## config.mk

```make
export PLATFORM = sky130hd
export DESIGN_NAME = mid_core
export DESIGN_NICKNAME = d
export VERILOG_FILES = /design/src/mid_pkg.sv /design/src/mid_stack_if.sv /design/src/mid_core.sv /design/src/mid_stack.sv
export VERILOG_INCLUDE_DIRS = /design/src
export SDC_FILE = /design/constraint.sdc
export NUM_CORES = 1
export LEC_CHECK = 0
export ABC_AREA = 1
export ABC_CLOCK_PERIOD_IN_PS = 3800
export BUFFER_PORTS_ARGS = -buffer_cell sky130_fd_sc_hd__buf_2
export CAP_MARGIN = 20
export CORE_MARGIN = 2
export CORE_UTILIZATION = 30
export DETAILED_ROUTE_END_ITERATION = 16
export HOLD_SLACK_MARGIN = 0.12
export MAX_ROUTING_LAYER = met4
export SYNTH_ARGS = -nofsm -noshare
export SYNTH_HDL_FRONTEND = slang
export SYNTH_SLANG_ARGS = --single-unit
export TNS_END_PERCENT = 5
```

## constraint.sdc

```tcl
create_clock -name clk -period 3.8 [get_ports clk]
set_clock_uncertainty 0.15 [all_clocks]
set_input_delay 0.38 -clock clk [delete_from_list [all_inputs] [get_ports clk]]
set_output_delay 0.38 -clock clk [all_outputs]
set_load 0.1 [all_outputs]
```

## src/mid_defs.svh

```systemverilog
`ifndef MID_DEFS_SVH
`define MID_DEFS_SVH

// ==========================================
// fixed encodings
`define MID_NOP 14'h0000
`define MID_SLEEP 14'h0003
`define MID_WDTCLR 14'h0004
`define MID_RET 14'h0040
`define MID_INTERRUPT_RETURN 14'h0060
`define MID_TABLE_READ_LOW 14'h0050
`define MID_TABLE_READ_HIGH 14'h0058

// ==========================================
// top two bits
`define MID_GRP_BYTE 2'h0
`define MID_GRP_BIT 2'h1
`define MID_GRP_CALL 2'h2
`define MID_GRP_JUMP 2'h3

// ==========================================
// byte function codes, bits 11..8
`define MID_F_SYS 4'h0
`define MID_F_CLR 4'h1
`define MID_F_SUB 4'h2
`define MID_F_DEC 4'h3
`define MID_F_IOR 4'h4
`define MID_F_AND 4'h5
`define MID_F_XOR 4'h6
`define MID_F_ADD 4'h7
`define MID_F_MOVF 4'h8
`define MID_F_COM 4'h9
`define MID_F_INC 4'ha
`define MID_F_DECSZ 4'hb
`define MID_F_RRF 4'hc
`define MID_F_RLF 4'hd
`define MID_F_SWAP 4'he
`define MID_F_INCSZ 4'hf

// ==========================================
// bit operations, bits 10..9
`define MID_B_CLR 2'h0
`define MID_B_SET 2'h1
`define MID_B_TSTC 2'h2
`define MID_B_TSTS 2'h3

// ==========================================
// literal function codes, bits 11..8
`define MID_L_RETURN_WITH_LITERAL 4'h8
`define MID_L_LOAD_LITERAL_ACC 4'h9
`define MID_L_IOR 4'ha
`define MID_L_AND 4'hb
`define MID_L_ADD 4'hc
`define MID_L_SUB 4'hd
`define MID_L_XOR 4'hf

// ==========================================
// reset values and sizes
`define MID_RST_PC 12'h000
`define MID_RST_TO 1'b1
`define MID_RST_PD 1'b1
`define MID_STACK_DEPTH 8
`define MID_SP_W 3

`endif

```

## src/mid_pkg.sv

```systemverilog
package mid_pkg;
   // ==========================================
   // types
   typedef logic [13:0] mid_word_t;
   typedef logic [11:0] mid_addr_t;
   typedef enum logic [1:0] {ST_EXEC, ST_TABLE, ST_SLEEP} mid_state_t;
endpackage : mid_pkg

```

## src/mid_stack_if.sv

```systemverilog
`timescale 1ns/10ps
interface mid_stack_if
   import mid_pkg::*;
();
   logic push;
   logic pop;
   mid_addr_t wrData;
   mid_addr_t top;
   modport core (output push, output pop, output wrData, input top);
   modport mem (input push, input pop, input wrData, output top);
endinterface : mid_stack_if

```

## src/mid_core.sv

```systemverilog
`timescale 1ns/10ps
`include "mid_defs.svh"
module mid_core
   import mid_pkg::*;
(
   input wire logic clk,
   input wire logic rst_n,
   input wire mid_word_t progData,
   input wire logic [7:0] regRdData,
   input wire mid_addr_t tblPtr,
   input wire logic wakeUp,
   input wire logic wdtTimeout,
   output mid_addr_t progAddr_r,
   output logic [6:0] regRdAddr_r,
   output logic regWrEn_r,
   output logic [6:0] regWrAddr_r,
   output logic [7:0] regWrData_r,
   output logic rplWrEn_r,
   output logic [5:0] rplWrAddr_r,
   output logic [7:0] acc_r,
   output logic carry_r,
   output logic halfCarry_r,
   output logic zero_r,
   output logic timeoutFlag_r,
   output logic powerDownFlag_r,
   output logic sleepMode_r,
   output logic wdtClear_r,
   output logic globalIrqEnable_r
);
   // ==========================================
   // state
   mid_state_t state_r;
   mid_state_t state_nxt;
   mid_word_t ir_r;
   mid_addr_t savePc_r;
   logic tabHi_r;

   mid_stack_if stk ();

   mid_stack u_stack (
      .clk(clk),
      .rst_n(rst_n),
      .stk(stk)
   );

   // ==========================================
   // field decode
   wire [1:0] grp = ir_r[13:12];
   wire [3:0] fn = ir_r[11:8];
   wire dBit = ir_r[7];
   wire [7:0] lit = ir_r[7:0];
   wire [1:0] bitOp = ir_r[10:9];
   wire [2:0] bitNum = ir_r[8:6];
   wire exec = state_r == ST_EXEC;
   wire grpByte = grp == `MID_GRP_BYTE;
   wire grpBit = grp == `MID_GRP_BIT && !ir_r[11];
   wire grpLit = grp == `MID_GRP_BIT && ir_r[11];
   wire isCall = grp == `MID_GRP_CALL;
   wire isJump = grp == `MID_GRP_JUMP;
   wire isRetlw = grpLit && fn == `MID_L_RETURN_WITH_LITERAL;
   wire isRet = ir_r == `MID_RET || ir_r == `MID_INTERRUPT_RETURN || isRetlw;
   wire isTab = ir_r == `MID_TABLE_READ_HIGH || ir_r == `MID_TABLE_READ_LOW;
   wire isSleep = ir_r == `MID_SLEEP;
   wire isWdt = ir_r == `MID_WDTCLR;
   // fixed encodings win over the R-plane move with the same bits
   wire isMovwr = ir_r[13:6] == 8'h00 && ir_r != `MID_NOP && !isSleep
      && !isWdt;

   // ==========================================
   // operand with bypass of the write still in flight
   wire fwd = regWrEn_r && regWrAddr_r == regRdAddr_r;
   wire [7:0] opnd = fwd ? regWrData_r : regRdData;

   // ==========================================
   // adder shared by all add and subtract forms
   wire isSub = (grpByte && fn == `MID_F_SUB)
      || (grpLit && fn == `MID_L_SUB);
   wire [7:0] aSel = grpLit ? lit : opnd;
   wire [7:0] bSel = isSub ? ~acc_r : acc_r;
   wire [8:0] sum = {1'b0, aSel} + {1'b0, bSel} + {8'h00, isSub};
   wire [4:0] nib = {1'b0, aSel[3:0]} + {1'b0, bSel[3:0]}
      + {4'h0, isSub};
   wire [7:0] incVal = opnd + 8'h01;
   wire [7:0] decVal = opnd - 8'h01;
   wire [7:0] bitMask = 8'h01 << bitNum;
   wire bitVal = |(opnd & bitMask);

   // ==========================================
   // result and effects
   logic [7:0] res;
   logic toAcc;
   logic toReg;
   logic updZ;
   logic updArith;
   logic updC;
   logic cRot;
   logic skip;

   always_comb begin
      res = opnd;
      toAcc = 1'b0;
      toReg = 1'b0;
      updZ = 1'b0;
      updArith = 1'b0;
      updC = 1'b0;
      cRot = carry_r;
      skip = 1'b0;
      if (grpByte) begin
         toAcc = !dBit;
         toReg = dBit;
         unique case (fn)
            `MID_F_SYS: begin
               // d=1 stores acc to F-plane, d=0 is R-plane or system
               res = acc_r;
               toAcc = 1'b0;
            end
            `MID_F_CLR: begin
               res = 8'h00;
               updZ = 1'b1;
            end
            `MID_F_SUB, `MID_F_ADD: begin
               res = sum[7:0];
               updZ = 1'b1;
               updArith = 1'b1;
            end
            `MID_F_DEC: begin
               res = decVal;
               updZ = 1'b1;
            end
            `MID_F_IOR: begin
               res = acc_r | opnd;
               updZ = 1'b1;
            end
            `MID_F_AND: begin
               res = acc_r & opnd;
               updZ = 1'b1;
            end
            `MID_F_XOR: begin
               res = acc_r ^ opnd;
               updZ = 1'b1;
            end
            `MID_F_MOVF: begin
               // d=1 is the zero test: flag only, nothing written
               toReg = 1'b0;
               updZ = dBit;
            end
            `MID_F_COM: begin
               res = ~opnd;
               updZ = 1'b1;
            end
            `MID_F_INC: begin
               res = incVal;
               updZ = 1'b1;
            end
            `MID_F_DECSZ: begin
               res = decVal;
               skip = decVal == 8'h00;
            end
            `MID_F_RRF: begin
               res = {carry_r, opnd[7:1]};
               updC = 1'b1;
               cRot = opnd[0];
            end
            `MID_F_RLF: begin
               res = {opnd[6:0], carry_r};
               updC = 1'b1;
               cRot = opnd[7];
            end
            `MID_F_SWAP: begin
               res = {opnd[3:0], opnd[7:4]};
            end
            `MID_F_INCSZ: begin
               res = incVal;
               skip = incVal == 8'h00;
            end
         endcase
      end else if (grpBit) begin
         unique case (bitOp)
            `MID_B_CLR: begin
               res = opnd & ~bitMask;
               toReg = 1'b1;
            end
            `MID_B_SET: begin
               res = opnd | bitMask;
               toReg = 1'b1;
            end
            `MID_B_TSTC: skip = !bitVal;
            `MID_B_TSTS: skip = bitVal;
         endcase
      end else if (grpLit) begin
         toAcc = 1'b1;
         case (fn)
            `MID_L_RETURN_WITH_LITERAL, `MID_L_LOAD_LITERAL_ACC: res = lit;
            `MID_L_IOR: begin
               res = acc_r | lit;
               updZ = 1'b1;
            end
            `MID_L_AND: begin
               res = acc_r & lit;
               updZ = 1'b1;
            end
            `MID_L_ADD, `MID_L_SUB: begin
               res = sum[7:0];
               updZ = 1'b1;
               updArith = 1'b1;
            end
            `MID_L_XOR: begin
               res = acc_r ^ lit;
               updZ = 1'b1;
            end
            default: toAcc = 1'b0;
         endcase
      end
   end

   // ==========================================
   // flow control
   wire taken = exec && (isCall || isJump || isRet || skip);
   wire [11:0] fetchNxt = (isCall || isJump) ? ir_r[11:0]
      : isRet ? stk.top : isTab ? tblPtr : progAddr_r + 12'h001;
   wire [6:0] rdAddrNxt = progData[13:12] == `MID_GRP_BIT
      ? {1'b0, progData[5:0]} : progData[6:0];
   wire [7:0] tabByte = tabHi_r ? {2'b00, progData[13:8]} : progData[7:0];

   assign stk.push = exec && isCall;
   assign stk.pop = exec && isRet;
   assign stk.wrData = progAddr_r;

   always_comb begin
      state_nxt = state_r;
      unique case (state_r)
         ST_EXEC: begin
            if (isTab) begin
               state_nxt = ST_TABLE;
            end else if (isSleep) begin
               state_nxt = ST_SLEEP;
            end
         end
         ST_TABLE: state_nxt = ST_EXEC;
         ST_SLEEP: begin
            if (wakeUp) begin
               state_nxt = ST_EXEC;
            end
         end
      endcase
   end

   // ==========================================
   // fetch; a table read parks the next word in ir_r while it borrows
   // the program bus for one cycle
   always_ff @(posedge clk or negedge rst_n) begin
      if (!rst_n) begin
         state_r <= ST_EXEC;
         progAddr_r <= `MID_RST_PC;
         ir_r <= `MID_NOP;
         regRdAddr_r <= 7'h00;
         savePc_r <= `MID_RST_PC;
         tabHi_r <= 1'b0;
      end else begin
         state_r <= state_nxt;
         if (exec) begin
            progAddr_r <= fetchNxt;
            ir_r <= taken ? `MID_NOP : progData;
            regRdAddr_r <= rdAddrNxt;
            savePc_r <= progAddr_r + 12'h001;
            tabHi_r <= ir_r == `MID_TABLE_READ_HIGH;
         end else if (state_r == ST_TABLE) begin
            progAddr_r <= savePc_r;
         end
      end
   end

   // ==========================================
   // accumulator and flags
   always_ff @(posedge clk or negedge rst_n) begin
      if (!rst_n) begin
         acc_r <= 8'h00;
         zero_r <= 1'b0;
         carry_r <= 1'b0;
         halfCarry_r <= 1'b0;
      end else begin
         if (state_r == ST_TABLE) begin
            acc_r <= tabByte;
         end else if (exec && toAcc) begin
            acc_r <= res;
         end
         if (exec && updZ) begin
            zero_r <= res == 8'h00;
         end
         if (exec && updArith) begin
            carry_r <= sum[8];
            halfCarry_r <= nib[4];
         end else if (exec && updC) begin
            carry_r <= cRot;
         end
      end
   end

   // ==========================================
   // register file writes, one cycle after execute
   always_ff @(posedge clk or negedge rst_n) begin
      if (!rst_n) begin
         regWrEn_r <= 1'b0;
         regWrAddr_r <= 7'h00;
         regWrData_r <= 8'h00;
         rplWrEn_r <= 1'b0;
         rplWrAddr_r <= 6'h00;
      end else begin
         regWrEn_r <= exec && toReg;
         regWrAddr_r <= grpBit ? {1'b0, ir_r[5:0]} : ir_r[6:0];
         regWrData_r <= res;
         rplWrEn_r <= exec && isMovwr;
         rplWrAddr_r <= ir_r[5:0];
      end
   end

   // ==========================================
   // power and watchdog; a timeout wins over an instruction that sets it
   always_ff @(posedge clk or negedge rst_n) begin
      if (!rst_n) begin
         timeoutFlag_r <= `MID_RST_TO;
         powerDownFlag_r <= `MID_RST_PD;
         sleepMode_r <= 1'b0;
         wdtClear_r <= 1'b0;
         globalIrqEnable_r <= 1'b0;
      end else begin
         if (wdtTimeout) begin
            timeoutFlag_r <= 1'b0;
         end else if (exec && (isSleep || isWdt)) begin
            timeoutFlag_r <= 1'b1;
         end
         if (exec && isSleep) begin
            powerDownFlag_r <= 1'b0;
         end else if (exec && isWdt) begin
            powerDownFlag_r <= 1'b1;
         end
         sleepMode_r <= state_nxt == ST_SLEEP;
         wdtClear_r <= exec && isWdt;
         if (exec && ir_r == `MID_INTERRUPT_RETURN) begin
            globalIrqEnable_r <= 1'b1;
         end
      end
   end
endmodule : mid_core

```

## src/mid_stack.sv

```systemverilog
`timescale 1ns/10ps
`include "mid_defs.svh"
module mid_stack
   import mid_pkg::*;
(
   input wire logic clk,
   input wire logic rst_n,
   mid_stack_if.mem stk
);
   // ==========================================
   // return address store
   // overflow wraps silently, as a circular stack would
   mid_addr_t mem [`MID_STACK_DEPTH];
   logic [`MID_SP_W-1:0] sp_r;
   mid_addr_t top_r;

   assign stk.top = top_r;

   always_ff @(posedge clk) begin
      if (stk.push) begin
         mem[sp_r] <= stk.wrData;
      end
   end

   always_ff @(posedge clk or negedge rst_n) begin
      if (!rst_n) begin
         sp_r <= '0;
         top_r <= `MID_RST_PC;
      end else if (stk.push) begin
         sp_r <= sp_r + 3'h1;
         top_r <= stk.wrData;
      end else if (stk.pop) begin
         sp_r <= sp_r - 3'h1;
         top_r <= mem[sp_r - 3'h2];
      end
   end
endmodule : mid_stack

```

==> results of run 1 <==
-- synth_stat cells (10+ instances only) --
cell type / n
sky130_fd_sc_hd__nand2_1: 315
sky130_fd_sc_hd__o21ai_0: 161
sky130_fd_sc_hd__nor2_1: 138
sky130_fd_sc_hd__inv_1: 125
sky130_fd_sc_hd__edfxtp_1: 96
sky130_fd_sc_hd__dfrtp_1: 94
sky130_fd_sc_hd__nand3_1: 76
sky130_fd_sc_hd__ha_1: 50
sky130_fd_sc_hd__a21oi_1: 44
sky130_fd_sc_hd__clkbuf_1: 36
sky130_fd_sc_hd__o22ai_1: 30
sky130_fd_sc_hd__nor3_1: 29
sky130_fd_sc_hd__o211ai_1: 22
sky130_fd_sc_hd__a31oi_1: 20
sky130_fd_sc_hd__xor2_1: 18
sky130_fd_sc_hd__nand4_1: 14
sky130_fd_sc_hd__inv_2: 13
sky130_fd_sc_hd__nand2_2: 13
sky130_fd_sc_hd__a21oi_2: 10
-- flip-flops by register name, summed over array words and instances, names as in the netlist, 2 cells and up --
register	count
u_stack.sp_r	3
savePc_r	12
rplWrAddr_r	5
state_r	2
acc_r	8
regRdAddr_r	7
ir_r	14
u_stack.stk.top	12
regWrAddr_r	2
regWrData_r	8
u_stack.mem	96
progAddr_r	12
-- worst max-delay path, cell delays in order (launching register included) --
cell                       delay, ns
sky130_fd_sc_hd__dfrtp_2        0.43
sky130_fd_sc_hd__a21boi_2       0.17
sky130_fd_sc_hd__nand2_2        0.11
sky130_fd_sc_hd__nor2_4         0.12
sky130_fd_sc_hd__buf_12         0.15
sky130_fd_sc_hd__buf_8          0.11
sky130_fd_sc_hd__nand3b_1       0.10
sky130_fd_sc_hd__nand2_2        0.12
sky130_fd_sc_hd__o21ai_1        0.07
sky130_fd_sc_hd__ha_1           0.36
sky130_fd_sc_hd__buf_6          0.15
sky130_fd_sc_hd__nand4_1        0.08
sky130_fd_sc_hd__o211ai_1       0.15
sky130_fd_sc_hd__xnor2_1        0.21
sky130_fd_sc_hd__buf_4          0.14
sky130_fd_sc_hd__nor2_1         0.04
sky130_fd_sc_hd__o31ai_1        0.23
sky130_fd_sc_hd__nand2_1        0.11
sky130_fd_sc_hd__nand3_2        0.11
sky130_fd_sc_hd__nand2_4        0.08
sky130_fd_sc_hd__nor2_2         0.10
sky130_fd_sc_hd__nand2_1        0.05
sky130_fd_sc_hd__nor2_1         0.09
sky130_fd_sc_hd__nand2_1        0.06
sky130_fd_sc_hd__nand2_1        0.05
-- area by class of cell --
class	count	area, um2	share of cell area, %
antenna	2	5.00	0.0352
tap	518	648	4.56
clock buffer	18	429	3.02
multi-input combinational	1034	5790	40.8
sequential	192	5310	37.4
clock inverter	14	148	1.04
inverter	142	546	3.84
timing repair buffer	195	1330	9.36
-- repair_timing --
| action | in CTS | in global routing |
|---|---|---|
| hold buffers | 12 | 0 |
| hold endpoints to repair | 55 | 0 |
| resized for setup | 2 | 43 |
| setup buffers | 2 | 11 |
| endpoints found under the setup margin | 1 | 8 |
| pin swaps | 3 | 17 |
-- cells by family after synthesis --
logic type,count (synthesis)
and+or+nand+nor,625
AOI/OAI and AO/OA,333
buffers and inverters,205
DFF,192
adders and majority gates,52
xor gates and xnor gates,23
muxes,1
-- cell usage in the layout, fill, tap and decap left out, drive strengths merged, types with 50 or more instances in the layout --
master | synthesis | final
nand2 | 337 | 337
buf | 26 | 183
o21ai | 165 | 165
nor2 | 146 | 146
inv | 138 | 143
edfxtp | 96 | 96
dfrtp | 94 | 94
nand3 | 83 | 83
a21oi | 54 | 54
ha | 50 | 50
-- power by group through the flow --
stage          Clock, mW  Combinational, mW  Sequential, mW
2_1_floorplan          0              0.102            2.25
3_3_place_gp           0              0.248            2.22
3_5_place_dp           0              0.249            2.22
4_1_cts             1.80              0.259            2.17
5_1_grt             1.88              0.290            2.18
6_report            1.78              0.269            2.18
-- metal layers --
metal	track usage [%]	vias up	wire (um)
li1	-	5186	-
met1	29.5	5402	19500
met2	32.5	443	19500
met3	2.58	67	2620
met4	7.33	0	1190
met5	-	-	0
-- how the worst min path moves through the flow --
| stage | startpoint | end | slack [ns] | cells after the start |
|---|---|---|---|---|
| after floorplan | rst_n | acc_r[0] | -0.07 | 0 |
| after global placement | rst_n | halfCarry_r | 0.30 | 1 |
| after detailed placement | rst_n | halfCarry_r | 0.31 | 1 |
| after CTS | progData[10] | ir_r[10] | 0.13 | 3 |
| after global routing | progData[10] | ir_r[10] | 0.17 | 3 |
| final | progData[10] | ir_r[10] | 0.15 | 3 |
-- metrics by stage --
| stage | hold WS, ns | setup slack (ns) | instance area (um2) |
|---|---|---|---|
| global route | 0.166 | -0.0131 | 14200 |
| global placement | 0.301 | -0.0465 | 13200 |
| finish | 0.148 | 0.204 | 14200 |
| CTS | 0.134 | 0.0256 | 14000 |
| floorplan | -0.0656 | 0.163 | 11800 |
| detailed placement | 0.310 | -0.0296 | 13200 |
==> out/results.txt, run 1 <==
Clock slew at the register clock pins of the worst setup and hold paths: 0.08 ns
Detailed placer's ending HPWL: 31.2 mm
DIE AREA: 40900 um2
Grt ovf: 0
Max Fanout on Critical Path: 5
Max Freq: 0.278 GHz
Leakage: 6.47 nW
Critical path launch point type: flop
Main area contributors after synthesis: sky130_fd_sc_hd__edfxtp_1, sky130_fd_sc_hd__dfrtp_1, sky130_fd_sc_hd__nand2_1, sky130_fd_sc_hd__o21ai_0, sky130_fd_sc_hd__ha_1
Worst endpoint required time: 4.05 ns
Detailed-route wire length: 42.9 mm
Clock tree from TritonCTS: done
Max Slew Vio Count: 0
Max-Cap Viols: 0
Endpoint of the worst register-to-register path: zero_r
Layout fillers: 4031
Sequential share of the synthesized area: 44.8%
Worst vdd rail ir drop: 0.000278 V
Antenna violations before repair: 1
Number of core rows: 72
Share of the synthesized netlist area taken by xor and xnor gates: 1.71%
Worst slew margin relative to its limit: 41.8%
Number of flops mapped to enable cells by yosys: 96
Worst r2r src: rplWrAddr_r[3]
Cell Int Power: 3.13 mW
H-Tree Depth: 4
Multiplexer area fraction after synthesis: 0.0955%
NetSw: 1.10 mW
Transition time at the pin with the least slew margin: 0.871 ns
Total routing usage reported by global routing: 21.4%
Layout-stage area growth over the synthesis result: 20.4%
Fraction of power consumed by sequential logic: 51.5%
Worst-skew pair later-pin latency: 0.46 ns
DP Cell Count: 2056
Period utilization: 94.6%
Top-level I/O count: 96
Critical Path End: zero_r
Post-synth top area cell: sky130_fd_sc_hd__edfxtp_1
Area fraction in and, or, nand and nor cells after synthesis: 23.7%
Fraction of final layout cells sized beyond drive strength 1: 21.1%
Synth unique cells: 57
Startpoint of the most critical setup path: rplWrAddr_r[3]
Number of cells produced by synthesis: 1431
Synthesized netlist net count: 1521
Total via count in the routed design: 11100
Number of global-route vias before repair: 10600
Category of the critical setup timing path: reg -> reg
Placeable core region: 38700 um2
Compound-cell area share of the yosys netlist: 16.6%
Type of element capturing the critical path: flop
Synthesized flop and latch total: 192
Clk Tree Root Cell: sky130_fd_sc_hd__clkbuf_16
Type of the most critical hold path: in -> reg
Part of the power in combinational logic: 6.4%
Iteration count of the initial detailed-routing pass: 7
Die W: 202 um
CTS Buf Count: 17
Die outline height: 202 um
Power Total: 4.23 mW
Number of hold violations in the final report: 0
Worst Reg-to-Reg Cells: 24
Most instantiated flip-flop cell in the synthesis netlist: sky130_fd_sc_hd__edfxtp_1
Fraction of power spent switching nets: 26.0%
Area of the mapped netlist: 11800 um2
Warning count from the yosys run: 0
Via density: 5.25
Final Wtd Congestion: 0.989
Portion of synthesized cell area occupied by the leading cell type: 24.4%
First-pass GRT wire length: 65.0 mm
Synthesized area per cell: 8.24 um2
Relative contribution of the clock network to total power: 42.2%
Setup violations, final: 0
PD cells: 298 nW/um2
Fraction of the mapped netlist area in adder cells: 5.64%
Number of design-rule violations left by the first detailed-router iteration: 956
# clock sinks: 192
Effective utilization at floorplan: 30.4%
Residual DRC count: 0
Number of buffers on the longest clock path: 2
Data arrival time of the critical path: 3.85 ns
Main combinational cell family by area after synthesis: simple AND/OR/NAND/NOR gates
Fin crit period: 3.60 ns
Final Util: 36.7%
Routed wirelength normalized by instance count: 20.3 um
Pin count of the biggest net entering global routing: 55
Number of nets with antenna violations after detailed routing: 0
Flop2flop setup slack: 0.20 ns
Result of the run: complete, no violations
Final Non-Filler Cells: 2115
Layout net count: 1672
Summed negative setup slack over all endpoints: 0 ns
I/O Buffers: 95
Post-synth ARST share: 50.0%
(Power assumes the default switching activity.)
==> run 2, diff against run 1 <==
--- a/config.mk
+++ b/config.mk
@@ -11,10 +11,11 @@
 export BUFFER_PORTS_ARGS = -buffer_cell sky130_fd_sc_hd__buf_2
 export CAP_MARGIN = 20
 export CORE_MARGIN = 2
-export CORE_UTILIZATION = 30
+export CORE_UTILIZATION = 61
 export DETAILED_ROUTE_END_ITERATION = 16
 export HOLD_SLACK_MARGIN = 0.12
 export MAX_ROUTING_LAYER = met4
+export PLACE_DENSITY = 0.81
 export SYNTH_ARGS = -nofsm -noshare
 export SYNTH_HDL_FRONTEND = slang
 export SYNTH_SLANG_ARGS = --single-unit
==> out/results.txt, run 2 (synthesis results as in run 1) <==
Routed wirelength normalized by instance count: 21.5 um
Via density: 6.23
Effective utilization at floorplan: 62.6%
Type of the most critical hold path: in -> reg
Pin count of the biggest net entering global routing: 85
Detailed-route wire length: 39.6 mm
Critical Path End: zero_r
Max Slew Vio Count: 0
Most repeated library cell on the critical path: sky130_fd_sc_hd__nand2_1
Final Util: 73.5%
Detailed placer's ending HPWL: 28.0 mm
First-pass GRT wire length: 60.3 mm
Number of buffers on the longest clock path: 2
Number of hold violations in the final report: 0
Worst slack, placed: 0.113 ns
Clock slew at the register clock pins of the worst setup and hold paths: 0.08 ns
Category of the critical setup timing path: reg -> reg
Largest stage delay on the critical path: 0.43 ns
Final Wtd Congestion: 1.08
Most common cell after layout, fill and taps aside: sky130_fd_sc_hd__nand2_1
Worst-skew pair later-pin latency: 0.45 ns
Number of global-route vias before repair: 10500
Residual DRC count: 0
Worst Reg-to-Reg Cells: 28
Period utilization: 97.1%
NetSw: 1.12 mW
PD cells: 309 nW/um2
Die outline height: 143 um
Layout net count: 1657
Grt ovf: 0
Endpoint of the worst register-to-register path: zero_r
Fraction of power consumed by sequential logic: 50.8%
Part of the power in combinational logic: 6.2%
Transition time at the pin with the least slew margin: 0.803 ns
Cell Int Power: 3.16 mW
Worst r2r src: regRdAddr_r[0]
# clock sinks: 192
Worst slew margin relative to its limit: 46.3%
Max Fanout on Critical Path: 6
Worst vdd rail ir drop: 0.000346 V
Fraction of final layout cells sized beyond drive strength 1: 20.3%
Flip-flop count of the largest register after layout: 96
Total routing usage reported by global routing: 40.5%
Relative contribution of the clock network to total power: 43.0%
Startpoint of the most critical setup path: regRdAddr_r[0]
Clk Tree Root Cell: sky130_fd_sc_hd__clkbuf_16
Power Total: 4.28 mW
Setup violations, final: 0
Result of the run: complete, no violations
Top-level I/O count: 96
Critical path launch point type: flop
Fin crit period: 3.69 ns
Final critical-path setup slack: 0.110 ns
Clock tree from TritonCTS: done
Die W: 143 um
Register ranked first by flip-flop count: u_stack.mem
Antenna violations before repair: 0
Unrepaired setup endpoints after global routing: true
Number of core rows: 50
Diodes inserted: 0
Max stage delay cell, worst path: sky130_fd_sc_hd__dfrtp_2
Layout-stage area growth over the synthesis result: 17.3%
DIE AREA: 20500 um2
Leakage: 6.42 nW
Fraction of power spent switching nets: 26.2%
Summed negative setup slack over all endpoints: 0 ns
Iteration count of the initial detailed-routing pass: 6
Type of element capturing the critical path: flop
Max Freq: 0.271 GHz
H-Tree Depth: 4
Number of design-rule violations left by the first detailed-router iteration: 1557
Registers with the most flip-flops: u_stack.mem: 96 flops, ir_r: 14 flops
CTS Buf Count: 17
Max-Cap Viols: 0
Most frequent cells in the layout: sky130_fd_sc_hd__nand2_1, sky130_fd_sc_hd__o21ai_0, sky130_fd_sc_hd__nor2_1, sky130_fd_sc_hd__inv_1, sky130_fd_sc_hd__edfxtp_1
Placeable core region: 18800 um2
Data arrival time of the critical path: 3.93 ns
Worst endpoint required time: 4.04 ns
Number of nets with antenna violations after detailed routing: 0
Flop2flop setup slack: 0.11 ns
Total via count in the routed design: 11500
I/O Buffers: 95
run 2: area by class of cell:
type                            instances  area (um2)
Multi-Input combinational cell       1034        5790
Clock inverter                         14         175
Tap cell                              260         325
Sequential cell                       192        5310
Fill cell                            1399        5000
Inverter                              142         546
Clock buffer                           18         429
Timing Repair Buffer                  180        1250
run 2: timing repair:
action	in CTS	in global routing
hold buffers	11	0
endpoints found under the setup margin	0	16
hold endpoints to repair	91	0
buffers inserted	0	12
resized for setup	0	38
run 2: critical path, delay by kind of cell, from the launching register on:
kind / cells / cell delay, ns
AO/OA/AOI/OAI: 3 / 0.29
flip-flops: 1 / 0.43
XOR/XNOR: 1 / 0.19
AND/OR/NAND/NOR: 21 / 1.90
adder cells (fa/ha/maj): 1 / 0.43
buffers and inverters: 2 / 0.23
run 2: power by group through the flow:
stage,logic [mW],clock network [mW],registers (mW)
floorplan,0.102,0,2.25
global placement,0.232,0,2.22
detailed placement,0.233,0,2.22
CTS,0.243,1.84,2.17
global route,0.285,1.93,2.17
finish,0.265,1.84,2.17
run 2: through the flow:
stage	instances	hold WS, ns	cell area [um2]
4_1_cts	1825	0.139	13500
6_report	1840	0.144	13800
5_1_grt	1840	0.150	13800
3_5_place_dp	1782	0.312	12800
2_1_floorplan	1431	-0.0656	11800
3_3_place_gp	1781	0.307	12800
run 2: worst min-delay path by stage:
stage	from	to	slack (ns)	cells past startpoint
global placement	globalIrqEnable_r	globalIrqEnable_r	0.31	1
finish	progData[8]	ir_r[8]	0.14	3
floorplan	rst_n	acc_r[0]	-0.07	0
CTS	progData[13]	regRdAddr_r[6]	0.14	3
global route	progData[8]	ir_r[8]	0.15	3
detailed placement	globalIrqEnable_r	globalIrqEnable_r	0.31	1
run 2: per-layer routing:
metal | global-route usage (%) | routed length, um | vias up
met1 | 57.4 | 16200 | 5405
met4 | 11.8 | 1170 | 0
met2 | 58.7 | 17300 | 771
li1 | - | - | 5160
met3 | 9.05 | 4930 | 118
met5 | - | 0 | -
